===== config.mk =====
export PLATFORM = sky130hd
export DESIGN_NAME = clkgen_cfg_regs
export DESIGN_NICKNAME = d
export VERILOG_FILES = /design/src/clkgen_cfg_pkg.sv /design/src/cfg_word.sv /design/src/clkgen_cfg_regs.sv /design/src/ctrl_decode.sv
export SDC_FILE = /design/constraint.sdc
export NUM_CORES = 1
export LEC_CHECK = 0
export ABC_AREA = 1
export BUFFER_PORTS_ARGS = -buffer_cell sky130_fd_sc_hd__buf_2
export CORE_MARGIN = 4
export CORE_UTILIZATION = 25
export DETAILED_ROUTE_END_ITERATION = 16
export GPL_ROUTABILITY_DRIVEN = 0
export PLACE_DENSITY = 0.49
export SLEW_MARGIN = 20
export SYNTH_ARGS = -nofsm -noshare
export SYNTH_HDL_FRONTEND = slang
export SYNTH_SLANG_ARGS = --single-unit

===== constraint.sdc =====
create_clock -name pclk -period 1.39 [get_ports pclk]
set_input_delay 0.278 -clock pclk [delete_from_list [all_inputs] [get_ports pclk]]
set_output_delay 0.278 -clock pclk [all_outputs]
set_load 0.01 [all_outputs]

===== src/clkgen_cfg_pkg.sv =====
// Constants, field layout and carrier types for the clock generator configuration bank.
// Assumes one register clock and an APB host with 32-bit data and byte addresses.
package clkgen_cfg_pkg;

	// Bus geometry
	localparam int          ADDR_W    = 8;
	localparam int          DATA_W    = 32;
	localparam int          WORD_W    = 16;
	localparam int          NUM_WORDS = 5;

	// Register indices; byte address is four times the index
	localparam logic [5:0]  IDX_LOOP_FILTER  = 6'h1F;
	localparam logic [5:0]  IDX_LOCK_DETECT  = 6'h21;
	localparam logic [5:0]  IDX_OUT1_WORD_A  = 6'h23;
	localparam logic [5:0]  IDX_OUT1_WORD_B  = 6'h24;
	localparam logic [5:0]  IDX_OUT1_DIVIDER = 6'h25;

	// Values after reset
	localparam logic [15:0] RST_LOOP_FILTER  = 16'h1E72;
	localparam logic [15:0] RST_LOCK_DETECT  = 16'h0007;
	localparam logic [15:0] RST_OUT1_WORD_A  = 16'h8000;
	localparam logic [15:0] RST_OUT1_WORD_B  = 16'h0000;
	localparam logic [15:0] RST_OUT1_DIVIDER = 16'h8003;

	// Slot order of the bank, shared by decode and instances
	localparam logic [5:0]  WORD_IDX [NUM_WORDS] = '{IDX_LOOP_FILTER, IDX_LOCK_DETECT,
		IDX_OUT1_WORD_A, IDX_OUT1_WORD_B, IDX_OUT1_DIVIDER};
	localparam logic [15:0] WORD_RST [NUM_WORDS] = '{RST_LOOP_FILTER, RST_LOCK_DETECT,
		RST_OUT1_WORD_A, RST_OUT1_WORD_B, RST_OUT1_DIVIDER};
	localparam int          SLOT_LOOP_FILTER  = 0;
	localparam int          SLOT_LOCK_DETECT  = 1;
	localparam int          SLOT_OUT1_DIVIDER = 4;

	// Field positions
	localparam int          LOCK_WAIT_LSB = 0;
	localparam int          LOCK_WIN_LSB  = 2;
	localparam int          PFD_DLY_LSB   = 5;
	localparam int          ZERO_RES_LSB  = 5;
	localparam int          POLE_CAP_LSB  = 0;
	localparam int          DIV_VAL_LSB   = 0;
	localparam int          DIV_SRC_LSB   = 14;

	// Highest defined loop-filter codes
	localparam logic [3:0]  ZERO_RES_MAX  = 4'hC;
	localparam logic [4:0]  POLE_CAP_MAX  = 5'h14;

	// Lock timer lengths in phase-detector cycles, by code
	localparam logic [7:0]  LOCK_WAIT_C0 = 8'h01;
	localparam logic [7:0]  LOCK_WAIT_C1 = 8'h10;
	localparam logic [7:0]  LOCK_WAIT_C2 = 8'h40;
	localparam logic [7:0]  LOCK_WAIT_C3 = 8'h80;

	// Detector reset delay in detector periods, by code
	localparam logic [3:0]  PFD_DLY_C0 = 4'h2;
	localparam logic [3:0]  PFD_DLY_C1 = 4'h6;
	localparam logic [3:0]  PFD_DLY_C2 = 4'hA;
	localparam logic [3:0]  PFD_DLY_C3 = 4'hE;

	// Divider input sources
	localparam logic [1:0]  SRC_PRESCALER_A = 2'h0;
	localparam logic [1:0]  SRC_PRESCALER_B = 2'h1;
	localparam logic [1:0]  SRC_REFERENCE   = 2'h3;

	// Decoded controls towards the analog PLL, lock timer and output divider
	typedef struct packed {
		logic [7:0]  lock_wait_cycles;
		logic        lock_detect_en;
		logic [2:0]  lock_window_sel;
		logic [3:0]  pfd_reset_delay;
		logic [3:0]  loop_zero_res_sel;
		logic        loop_zero_res_open;
		logic [4:0]  loop_pole_cap_sel;
		logic        loop_code_valid;
		logic [1:0]  out1_div_source_sel;
		logic        out1_source_valid;
		logic [13:0] out1_div_value;
		logic        out1_div_powerdown;
	} clk_ctrl_t;

	localparam clk_ctrl_t CTRL_RST = '{
		lock_wait_cycles:    LOCK_WAIT_C3,
		lock_detect_en:      1'b1,
		lock_window_sel:     3'h1,
		pfd_reset_delay:     PFD_DLY_C0,
		loop_zero_res_sel:   4'h3,
		loop_zero_res_open:  1'b0,
		loop_pole_cap_sel:   5'h12,
		loop_code_valid:     1'b1,
		out1_div_source_sel: 2'h2,
		out1_source_valid:   1'b0,
		out1_div_value:      14'h0003,
		out1_div_powerdown:  1'b0
	};

	// One bus write towards a storage word
	typedef struct packed {
		logic              en;
		logic [1:0]        strb;
		logic [WORD_W-1:0] data;
	} word_write_t;

endpackage


===== src/cfg_word.sv =====
// One 16-bit configuration word with byte-lane writes.
// Assumes the write request is valid only in the cycle the bus completes it.
module cfg_word
	import clkgen_cfg_pkg::*;
#(
	parameter logic [WORD_W-1:0] RESET_VAL = '0
) (
	input  wire logic              pclk,
	input  wire logic              presetn,
	input  wire word_write_t       wr,
	output logic [WORD_W-1:0]      q
);

	typedef struct packed {
		logic [WORD_W-1:0] word;
	} word_state_t;

	word_state_t state_reg;
	word_state_t state_next;

	// Every bit, reserved ones too, keeps what was written
	always_comb begin
		state_next = state_reg;
		if (wr.en && wr.strb[0]) begin
			state_next.word[7:0] = wr.data[7:0];
		end
		if (wr.en && wr.strb[1]) begin
			state_next.word[15:8] = wr.data[15:8];
		end
	end

	always_ff @(posedge pclk or negedge presetn) begin
		if (!presetn) begin
			state_reg <= '{word: RESET_VAL};
		end else begin
			state_reg <= state_next;
		end
	end

	assign q = state_reg.word;

endmodule


===== src/clkgen_cfg_regs.sv =====
// APB slave holding the PLL lock-detect, loop-filter and first output divider words.
// Assumes an APB4 master on pclk; decoded controls feed analog logic outside.
// Nonvolatile-backed bits behave as plain storage here: no memory image is loaded.
//
// The APB register port was left to the implementer.

module clkgen_cfg_regs
	import clkgen_cfg_pkg::*;
(
	input  wire logic              pclk,
	input  wire logic              presetn,
	input  wire logic              psel,
	input  wire logic              penable,
	input  wire logic              pwrite,
	input  wire logic [ADDR_W-1:0] paddr,
	input  wire logic [DATA_W-1:0] pwdata,
	input  wire logic [3:0]        pstrb,
	output logic [DATA_W-1:0]      prdata,
	output logic                   pready,
	output logic                   pslverr,
	output clk_ctrl_t              ctrl
);

	typedef enum logic [0:0] {
		BUS_IDLE,
		BUS_ANSWER
	} bus_state_t;

	typedef struct packed {
		bus_state_t        phase;
		logic              ready;
		logic              err;
		logic [DATA_W-1:0] rdata;
	} slave_state_t;

	slave_state_t state_reg;
	slave_state_t state_next;

	logic [WORD_W-1:0] words [NUM_WORDS];
	word_write_t       wr    [NUM_WORDS];
	logic [NUM_WORDS-1:0] hit;
	logic              complete;
	logic              aligned;

	// One-hot slot select from a byte address; misaligned addresses hit nothing
	function automatic logic [NUM_WORDS-1:0] slot_select(input logic [ADDR_W-1:0] addr);
		logic [NUM_WORDS-1:0] sel;
		sel = '0;
		for (int i = 0; i < NUM_WORDS; i++) begin
			sel[i] = (addr[1:0] == 2'b00) && (addr[ADDR_W-1:2] == WORD_IDX[i]);
		end
		return sel;
	endfunction

	// Read mux over the bank; upper half of the data bus reads zero
	function automatic logic [DATA_W-1:0] read_mux(input logic [NUM_WORDS-1:0] sel,
		input logic [WORD_W-1:0] w0, input logic [WORD_W-1:0] w1,
		input logic [WORD_W-1:0] w2, input logic [WORD_W-1:0] w3,
		input logic [WORD_W-1:0] w4);
		logic [WORD_W-1:0] v;
		v = '0;
		if (sel[0]) v = w0;
		if (sel[1]) v = w1;
		if (sel[2]) v = w2;
		if (sel[3]) v = w3;
		if (sel[4]) v = w4;
		return {{(DATA_W-WORD_W){1'b0}}, v};
	endfunction

	// Address decode and completion strobe
	assign hit      = slot_select(paddr);
	assign aligned  = (paddr[1:0] == 2'b00);
	assign complete = (state_reg.phase == BUS_ANSWER) && psel && penable;

	// Writes land only at the edge where the host sees pready high
	generate
		for (genvar g = 0; g < NUM_WORDS; g++) begin : g_words
			assign wr[g] = '{
				en:   complete && pwrite && hit[g] && !state_reg.err,
				strb: pstrb[1:0],
				data: pwdata[WORD_W-1:0]
			};
			cfg_word #(
				.RESET_VAL (WORD_RST[g])
			) u_word (
				.pclk      (pclk),
				.presetn   (presetn),
				.wr        (wr[g]),
				.q         (words[g])
			);
		end
	endgenerate

	// Bus phase tracking: one wait state, then the answer
	always_comb begin
		state_next = state_reg;
		case (state_reg.phase)
			BUS_IDLE: begin
				state_next.ready = 1'b0;
				if (psel && penable) begin
					// Capture the answer one cycle into the access phase
					state_next.phase = BUS_ANSWER;
					state_next.ready = 1'b1;
					state_next.err   = !aligned || (hit == '0);
					state_next.rdata = pwrite ? '0
						: read_mux(hit, words[0], words[1], words[2], words[3], words[4]);
				end
			end
			BUS_ANSWER: begin
				// Drop ready after the completing edge so no access doubles up
				state_next.phase = BUS_IDLE;
				state_next.ready = 1'b0;
				state_next.err   = 1'b0;
			end
			default: begin
				state_next.phase = BUS_IDLE;
				state_next.ready = 1'b0;
				state_next.err   = 1'b0;
			end
		endcase
	end

	always_ff @(posedge pclk or negedge presetn) begin
		if (!presetn) begin
			state_reg <= '{phase: BUS_IDLE, ready: 1'b0, err: 1'b0, rdata: '0};
		end else begin
			state_reg <= state_next;
		end
	end

	assign prdata  = state_reg.rdata;
	assign pready  = state_reg.ready;
	assign pslverr = state_reg.err;

	// Registered field decode towards the PLL and divider
	ctrl_decode u_decode (
		.pclk      (pclk),
		.presetn   (presetn),
		.loop_word (words[SLOT_LOOP_FILTER]),
		.lock_word (words[SLOT_LOCK_DETECT]),
		.div_word  (words[SLOT_OUT1_DIVIDER]),
		.ctrl      (ctrl)
	);

endmodule


===== src/ctrl_decode.sv =====
// Turns stored codes into registered controls for the analog side.
// Assumes the words come from flops; adds one cycle of latency.
module ctrl_decode
	import clkgen_cfg_pkg::*;
(
	input  wire logic              pclk,
	input  wire logic              presetn,
	input  wire logic [WORD_W-1:0] loop_word,
	input  wire logic [WORD_W-1:0] lock_word,
	input  wire logic [WORD_W-1:0] div_word,
	output clk_ctrl_t              ctrl
);

	typedef struct packed {
		clk_ctrl_t ctrl;
	} decode_state_t;

	decode_state_t state_reg;
	decode_state_t state_next;

	function automatic logic [7:0] wait_cycles(input logic [1:0] code);
		case (code)
			2'h0:    wait_cycles = LOCK_WAIT_C0;
			2'h1:    wait_cycles = LOCK_WAIT_C1;
			2'h2:    wait_cycles = LOCK_WAIT_C2;
			default: wait_cycles = LOCK_WAIT_C3;
		endcase
	endfunction

	function automatic logic [3:0] pfd_delay(input logic [1:0] code);
		case (code)
			2'h0:    pfd_delay = PFD_DLY_C0;
			2'h1:    pfd_delay = PFD_DLY_C1;
			2'h2:    pfd_delay = PFD_DLY_C2;
			default: pfd_delay = PFD_DLY_C3;
		endcase
	endfunction

	// Field extraction and decode
	always_comb begin
		logic [1:0] src;
		src = div_word[DIV_SRC_LSB +: 2];
		state_next = state_reg;
		state_next.ctrl.lock_wait_cycles   = wait_cycles(lock_word[LOCK_WAIT_LSB +: 2]);
		state_next.ctrl.lock_window_sel    = lock_word[LOCK_WIN_LSB +: 3];
		state_next.ctrl.lock_detect_en     = (lock_word[LOCK_WIN_LSB +: 3] != 3'h0);
		state_next.ctrl.pfd_reset_delay    = pfd_delay(lock_word[PFD_DLY_LSB +: 2]);
		state_next.ctrl.loop_zero_res_sel  = loop_word[ZERO_RES_LSB +: 4];
		state_next.ctrl.loop_zero_res_open = (loop_word[ZERO_RES_LSB +: 4] == 4'h0);
		state_next.ctrl.loop_pole_cap_sel  = loop_word[POLE_CAP_LSB +: 5];
		// Undefined codes are passed on but flagged so firmware faults are visible
		state_next.ctrl.loop_code_valid    = (loop_word[ZERO_RES_LSB +: 4] <= ZERO_RES_MAX)
			&& (loop_word[POLE_CAP_LSB +: 5] <= POLE_CAP_MAX);
		state_next.ctrl.out1_div_source_sel = src;
		state_next.ctrl.out1_source_valid   = (src == SRC_PRESCALER_A)
			|| (src == SRC_PRESCALER_B) || (src == SRC_REFERENCE);
		state_next.ctrl.out1_div_value      = div_word[DIV_VAL_LSB +: 14];
		state_next.ctrl.out1_div_powerdown  = (div_word[DIV_VAL_LSB +: 14] == 14'h0000);
	end

	always_ff @(posedge pclk or negedge presetn) begin
		if (!presetn) begin
			state_reg <= '{ctrl: CTRL_RST};
		end else begin
			state_reg <= state_next;
		end
	end

	assign ctrl = state_reg.ctrl;

endmodule


==> results.txt, run 1 <==
DP Wirelength: 12,000 µm
count of input and output buffers: 87
CP Launch Type: flip-flop
clk root buf: clkbuf_16
Wirelength per Cell: 15.2 µm
CP Class: reg -> reg
CTS Buf Count: 17
maxcap violations: 0
total grt overflow: 0
clock insertion delay at the later pin of the skew report: 0.43 ns
CP arrival: 1.68 ns
skew final: 0.0103 ns
#FFs+latches synth: 137
critical path's slowest cell: dfrtp_1
RSZ-0062 raised after global routing: true
Final Slew Violations: 0
DR pass1 iterations: 5
CTS Buffer Depth: 2
Req. time, crit path: 1.69 ns
nets: 824
via count: 4,663
clock share of power: 51.0%
final cell count without fillers: 1,074
overall die height: 160 µm
Seq/Total Area, Yosys: 59.6%
CP top delay family: flip-flops
Syn Area/Cell: 8.98 µm²
dominant synthesized flop cell: dfrtp_1
final setup vio count: 0
chip width: 160 µm
crit-path max FO: 10
Pwr Density: 1200 nW/µm²
wire length of the first global-routing pass: 26,200 µm
Synth warnings: 0
Placed Area: 6870 µm²
multi-input logic area: 1950 µm²
VDD IR-drop max: 695 µV
CP cell instances: nor3_4 > buf_12 > nand3_2 > buf_6 > nand2_1 > o21ai_0
number of flops mapped to enable cells by yosys: 0
switch share: 24.7%
clk slew on worst S/H paths: 0.06 ns
share of cells above drive strength 1: 27.3%
Die Area: 25,700 µm²
area delta synth->final: 30.8%
initial core utilization: 25.6%
CTS tree: yes
CTS sink cnt: 137
Met1 Wirelength: 7450 µm
filler cell count: 2,390
vias in the first global route: 4,629
run status: finished, final reports clean
placed cells: 1,037
Final period util: 99.2%
routed vias/inst: 4.34
Core ar.: 22,700 µm²
final hold vios: 0
Mapped Cells: 646
Achievable Freq: 726 MHz
met2 wire length: 7830 µm
max reg flops: 80
post-layout util: 33.4%
Comb power frac: 5.0%
DRC viols: 0
H-tree depth: 4
Routed Wire Length: 16,300 µm
Crit. End Element: flip-flop
Internal: 6870 µW
top sig layer: met4
Netlist Area Pre-Place: 5800 µm²
row count: 55
final setup TNS: 0 ns
min-delay worst type: in -> reg
fraction of registers with async set or reset after synthesis: 100%
NetSw: 2260 µW
largest net degree at the start of global routing: 54
sequential share of power: 44.0%
leakage power: 0.00393 µW
post-layout min period: 1.38 ns
WP buf/inv: 2
post-route antenna net violation count: 0
fin area: 7590 µm²
Met3 Wirelength: 818 µm
I/O Pins: 128
Hold Worst Slack: 0.193 ns
Worst path max stage delay: 0.42 ns
initial antenna violation count: 0
Storage cell area: 3460 µm²
GR Util All Layers: 13.1%
count of different cell masters after synthesis: 28
1st-iter DRT viols: 226
## timing repair
action	4_1_cts	5_1_grt
gates cloned	0	1
hold buffers	1	0
endpoints found under the hold margin	116	0
setup endpoints to repair	27	92
pin swaps	0	0
resized for setup	5	41
setup buffers	1	2
## stage by stage
stage	total power [µW]	setup WS, ns
6_report	9120	0.0118
5_1_grt	9460	-0.0914
4_1_cts	9250	-0.0118
3_5_place_dp	4530	-0.230
3_3_place_gp	4520	-0.197
2_1_floorplan	4280	-0.0975
## cells in the mapped netlist, types with 2 or more instances
cell	number	area share (%)
nand3_1	33	2.8
conb_1	2	0.13
inv_1	54	3.5
o21ai_0	91	7.8
o21ai_1	6	0.52
clkbuf_1	17	1.1
o2111ai_1	16	2.4
nor4_1	3	0.32
inv_2	4	0.26
nand3_2	2	0.34
nor2_2	2	0.22
dfrtp_1	111	48
nor3_1	2	0.17
nand2_1	211	14
buf_2	8	0.69
nor2_1	15	0.97
dfstp_2	26	12
nand4_1	11	1.2
buf_4	23	3.0
## placed cells by master, fill, tap and decap left out, types with 22 or more instances in the layout
cell type	synthesis	layout
buf_2	8	84
buf_4	23	31
conb_1	2	22
dfrtp_1	111	111
dfstp_2	26	26
inv_1	54	53
nand2_1	211	207
nand3_1	33	31
o21ai_0	91	66
o21ai_1	6	31
## tightest hold or removal path: cells and delay by family
family	cells	cell delay (ns)
AOI/OAI and AO/OA	1	0.13
buffers and inverters	2	0.17
## final cells by class
class | instances | share of cell area, %
sequential | 137 | 45.6
multi-input combinational | 422 | 25.8
timing repair buffer | 139 | 13.1
clock buffer | 17 | 5.61
tap | 285 | 4.70
inverter | 58 | 2.87
clock inverter | 15 | 2.36
antenna | 1 | 0.0330
## final timing paths
path                                                    start  depth (start not counted)  slack, ns                                  end
setup / recovery                          pslverr$_DFFE_PN0P_                          6       0.01   g_words[0].u_word.q[2]$_DFFE_PN0P_
hold / removal                                     pwdata[14]                          3       0.19  g_words[1].u_word.q[14]$_DFFE_PN0P_
setup reg to reg                          pslverr$_DFFE_PN0P_                          6       0.01   g_words[0].u_word.q[2]$_DFFE_PN0P_
hold reg to reg            g_words[1].u_word.q[2]$_DFFE_PN1P_                          0       0.38          u_decode.ctrl[33]$_DFF_PN1_
max in group asynchronous                             presetn                          3       0.56  g_words[0].u_word.q[11]$_DFFE_PN1P_
min in group asynchronous                             presetn                          2       0.24          u_decode.ctrl[41]$_DFF_PN0_
## kinds of logic after synthesis
| logic type | count (synthesis) | synth area share (%) |
|---|---|---|
| buffers and inverters | 107 | 8.58 |
| AO/OA/AOI/OAI | 116 | 11.1 |
| flip-flops | 137 | 59.6 |
| other | 2 | 0.129 |
| AND/OR/NAND/NOR | 284 | 20.5 |
## power groups by stage
stage	registers [µW]	clock network (µW)	logic, µW
after floorplan	4090	0	194
after global placement	4080	0	439
after detailed placement	4080	0	441
after CTS	4010	4780	450
after global routing	4010	4940	508
final	4010	4660	453
## routing by layer
| metal | up-vias | track usage, % |
|---|---|---|
| li1 | 2329 | - |
| met3 | 16 | 3.54 |
| met2 | 116 | 21.2 |
| met1 | 2202 | 17.2 |
| met4 | 0 | 3.91 |
| met5 | - | 0 |
Note: power is estimated with default switching activity, not from simulation.
==> inputs of run 2 (changes only) <==
--- a/config.mk
+++ b/config.mk
@@ -7,11 +7,11 @@
 export LEC_CHECK = 0
 export ABC_AREA = 1
 export BUFFER_PORTS_ARGS = -buffer_cell sky130_fd_sc_hd__buf_2
+export CAP_MARGIN = 40
 export CORE_MARGIN = 4
 export CORE_UTILIZATION = 25
 export DETAILED_ROUTE_END_ITERATION = 16
 export GPL_ROUTABILITY_DRIVEN = 0
-export PLACE_DENSITY = 0.49
 export SLEW_MARGIN = 20
 export SYNTH_ARGS = -nofsm -noshare
 export SYNTH_HDL_FRONTEND = slang
==> results.txt, run 2 (same netlist as run 1, synthesis figures left out) <==
run status: finished, final reports clean
DP Wirelength: 12,000 µm (-0.35%)
fin area: 7530 µm² (-0.71%)
share of cells above drive strength 1: 27.0% (-0.26 points)
most common cell after layout, fill and taps aside: nand2_1
placed cells: 1,044 (+0.68%)
max reg flops: 80 (unchanged)
post-route antenna net violation count: 0 (unchanged)
initial antenna violation count: 1 (+1)
via count: 4,682 (+0.41%)
Hold Worst Slack: 0.187 ns (-0.00675 ns)
wire length of the first global-routing pass: 25,600 µm (-2.4%)
nets: 828 (+0.49%)
CP Launch Type: flip-flop
maxcap violations: 0 (unchanged)
overall die height: 160 µm (unchanged)
Achievable Freq: 732 MHz (+0.92%)
Final period util: 98.3% (-0.90 points)
initial core utilization: 25.6% (unchanged)
row count: 55 (unchanged)
CTS tree: yes
Placed Area: 6940 µm² (+0.95%)
CTS Buffer Depth: 2 (unchanged)
Die Area: 25,700 µm² (unchanged)
vias in the first global route: 4,720 (+2.0%)
clock insertion delay at the later pin of the skew report: 0.42 ns (about the same)
Ant. Diodes: 0 (-1)
CP Class: reg -> reg
chip width: 160 µm (unchanged)
Core ar.: 22,700 µm² (unchanged)
routed vias/inst: 4.35 (+0.13%)
reg-to-reg slack, setup: 0.02 ns (about the same)
area delta synth->final: 29.8%
Crit. End Element: flip-flop
RSZ-0062 raised after global routing: true
CTS Buf Count: 17 (unchanged)
Req. time, crit path: 1.68 ns (about the same)
worst flop-to-flop path startpoint: pslverr$_DFFE_PN0P_
post-layout min period: 1.37 ns (-0.0125 ns)
Routed Wire Length: 15,900 µm (-3.0%)
1st-iter DRT viols: 246 (+8.8%)
crit-path max FO: 10 (unchanged)
DR pass1 iterations: 5 (unchanged)
GR Util All Layers: 12.7% (-0.39 points)
Pwr Density: 1140 nW/µm² (-5.2%)
leakage power: 0.00391 µW (-0.47%)
DRC viols: 0 (unchanged)
Final Slew Violations: 0 (unchanged)
most frequent cells in the layout: nand2_1, dfrtp_1, buf_2
R2R cell count: 6 (unchanged)
min-delay worst type: in -> reg
FF-to-FF End: g_words[1].u_word.q[13]$_DFFE_PN0P_
filler cell count: 2,383 (-0.29%)
min-delay src: pwdata[11]
largest net degree at the start of global routing: 45 (-17%)
I/O Pins: 128 (unchanged)
H-tree depth: 4 (unchanged)
count of input and output buffers: 87 (unchanged)
VDD IR-drop max: 800 µV (+15%)
Wirelength per Cell: 14.7 µm (-3.2%)
clk slew on worst S/H paths: 0.06 ns (about the same)
hold path depth: 3 (unchanged)
clk root buf: clkbuf_16
skew final: 0.00811 ns (-0.00219 ns)
total grt overflow: 0 (unchanged)
CP arrival: 1.66 ns (-0.02 ns)
final setup vio count: 0 (unchanged)
final cell count without fillers: 1,077 (+0.28%)
CTS sink cnt: 137 (unchanged)
final hold vios: 0 (unchanged)
hold worst-path end: g_words[0].u_word.q[11]$_DFFE_PN1P_
post-layout util: 33.2% (-0.24 points)
-- run 2: area by class of cell --
cell class / count / area, µm² / area share, %
Clock buffer: 20 / 447 / 5.93
Clock inverter: 12 / 93.8 / 1.25
Inverter: 58 / 218 / 2.89
Multi-Input combinational cell: 422 / 1940 / 25.8
Sequential cell: 137 / 3460 / 45.9
Tap cell: 285 / 357 / 4.73
Timing Repair Buffer: 143 / 1020 / 13.5
-- run 2: timing repair --
| action | CTS | global route |
|---|---|---|
| setup buffers | 0 | 0 |
| setup endpoints to repair | 1 | 83 |
| endpoints found under the hold margin | 26 | 0 |
| hold buffers | 1 | 0 |
| resized for setup | 1 | 25 |
-- run 2: worst max path at each step --
| stage | from | slack (ns) | endpoint |
|---|---|---|---|
| final | pslverr$_DFFE_PN0P_ | 0.02 | g_words[1].u_word.q[13]$_DFFE_PN0P_ |
| after global routing | pslverr$_DFFE_PN0P_ | -0.09 | g_words[1].u_word.q[12]$_DFFE_PN0P_ |
| after CTS | state_reg[34]$_DFF_PN0_ | 0.003 | g_words[0].u_word.q[3]$_DFFE_PN0P_ |
| after detailed placement | paddr[6] | -0.27 | prdata[15]$_DFFE_PN0P_ |
| after global placement | paddr[0] | -0.23 | prdata[15]$_DFFE_PN0P_ |
| after floorplan | pslverr$_DFFE_PN0P_ | -0.1 | g_words[0].u_word.q[14]$_DFFE_PN0P_ |
-- run 2: through the flow --
stage | total power, µW | TNS, ns | worst slack, ns
detailed placement | 4530 | -16.52 | -0.271
global route | 8920 | -1.95 | -0.0931
floorplan | 4280 | -4.13 | -0.0975
global placement | 4530 | -14.75 | -0.230
CTS | 8700 | 0 | 0.00299
finish | 8590 | 0 | 0.0243
-- run 2: metal layers --
layer / global-route usage, % / part of all wire, % / vias up
met1: 15.9 / 44 / 2210
met5: 0 / 0.082 / -
met3: 3.72 / 4.9 / 23
met2: 21.3 / 49 / 115
met4: 3.83 / 1.6 / 2
li1: - / - / 2332
-- run 2: critical path: stages, from the launching register on --
cell and delay [ns]:
dfrtp_1 0.41, nor3_4 0.25, buf_12 0.17, nand3_1 0.11, buf_4 0.18, nand2_1 0.05, o21ai_0 0.07
-- run 2: power by group --
group / total (µW) / leakage [µW] / internal (µW) / switching [µW]
registers: 4020 / 0.00180 / 4010 / 10.4
logic: 453 / 0.00186 / 149 / 304
clock network: 4120 / 0.000257 / 2340 / 1780
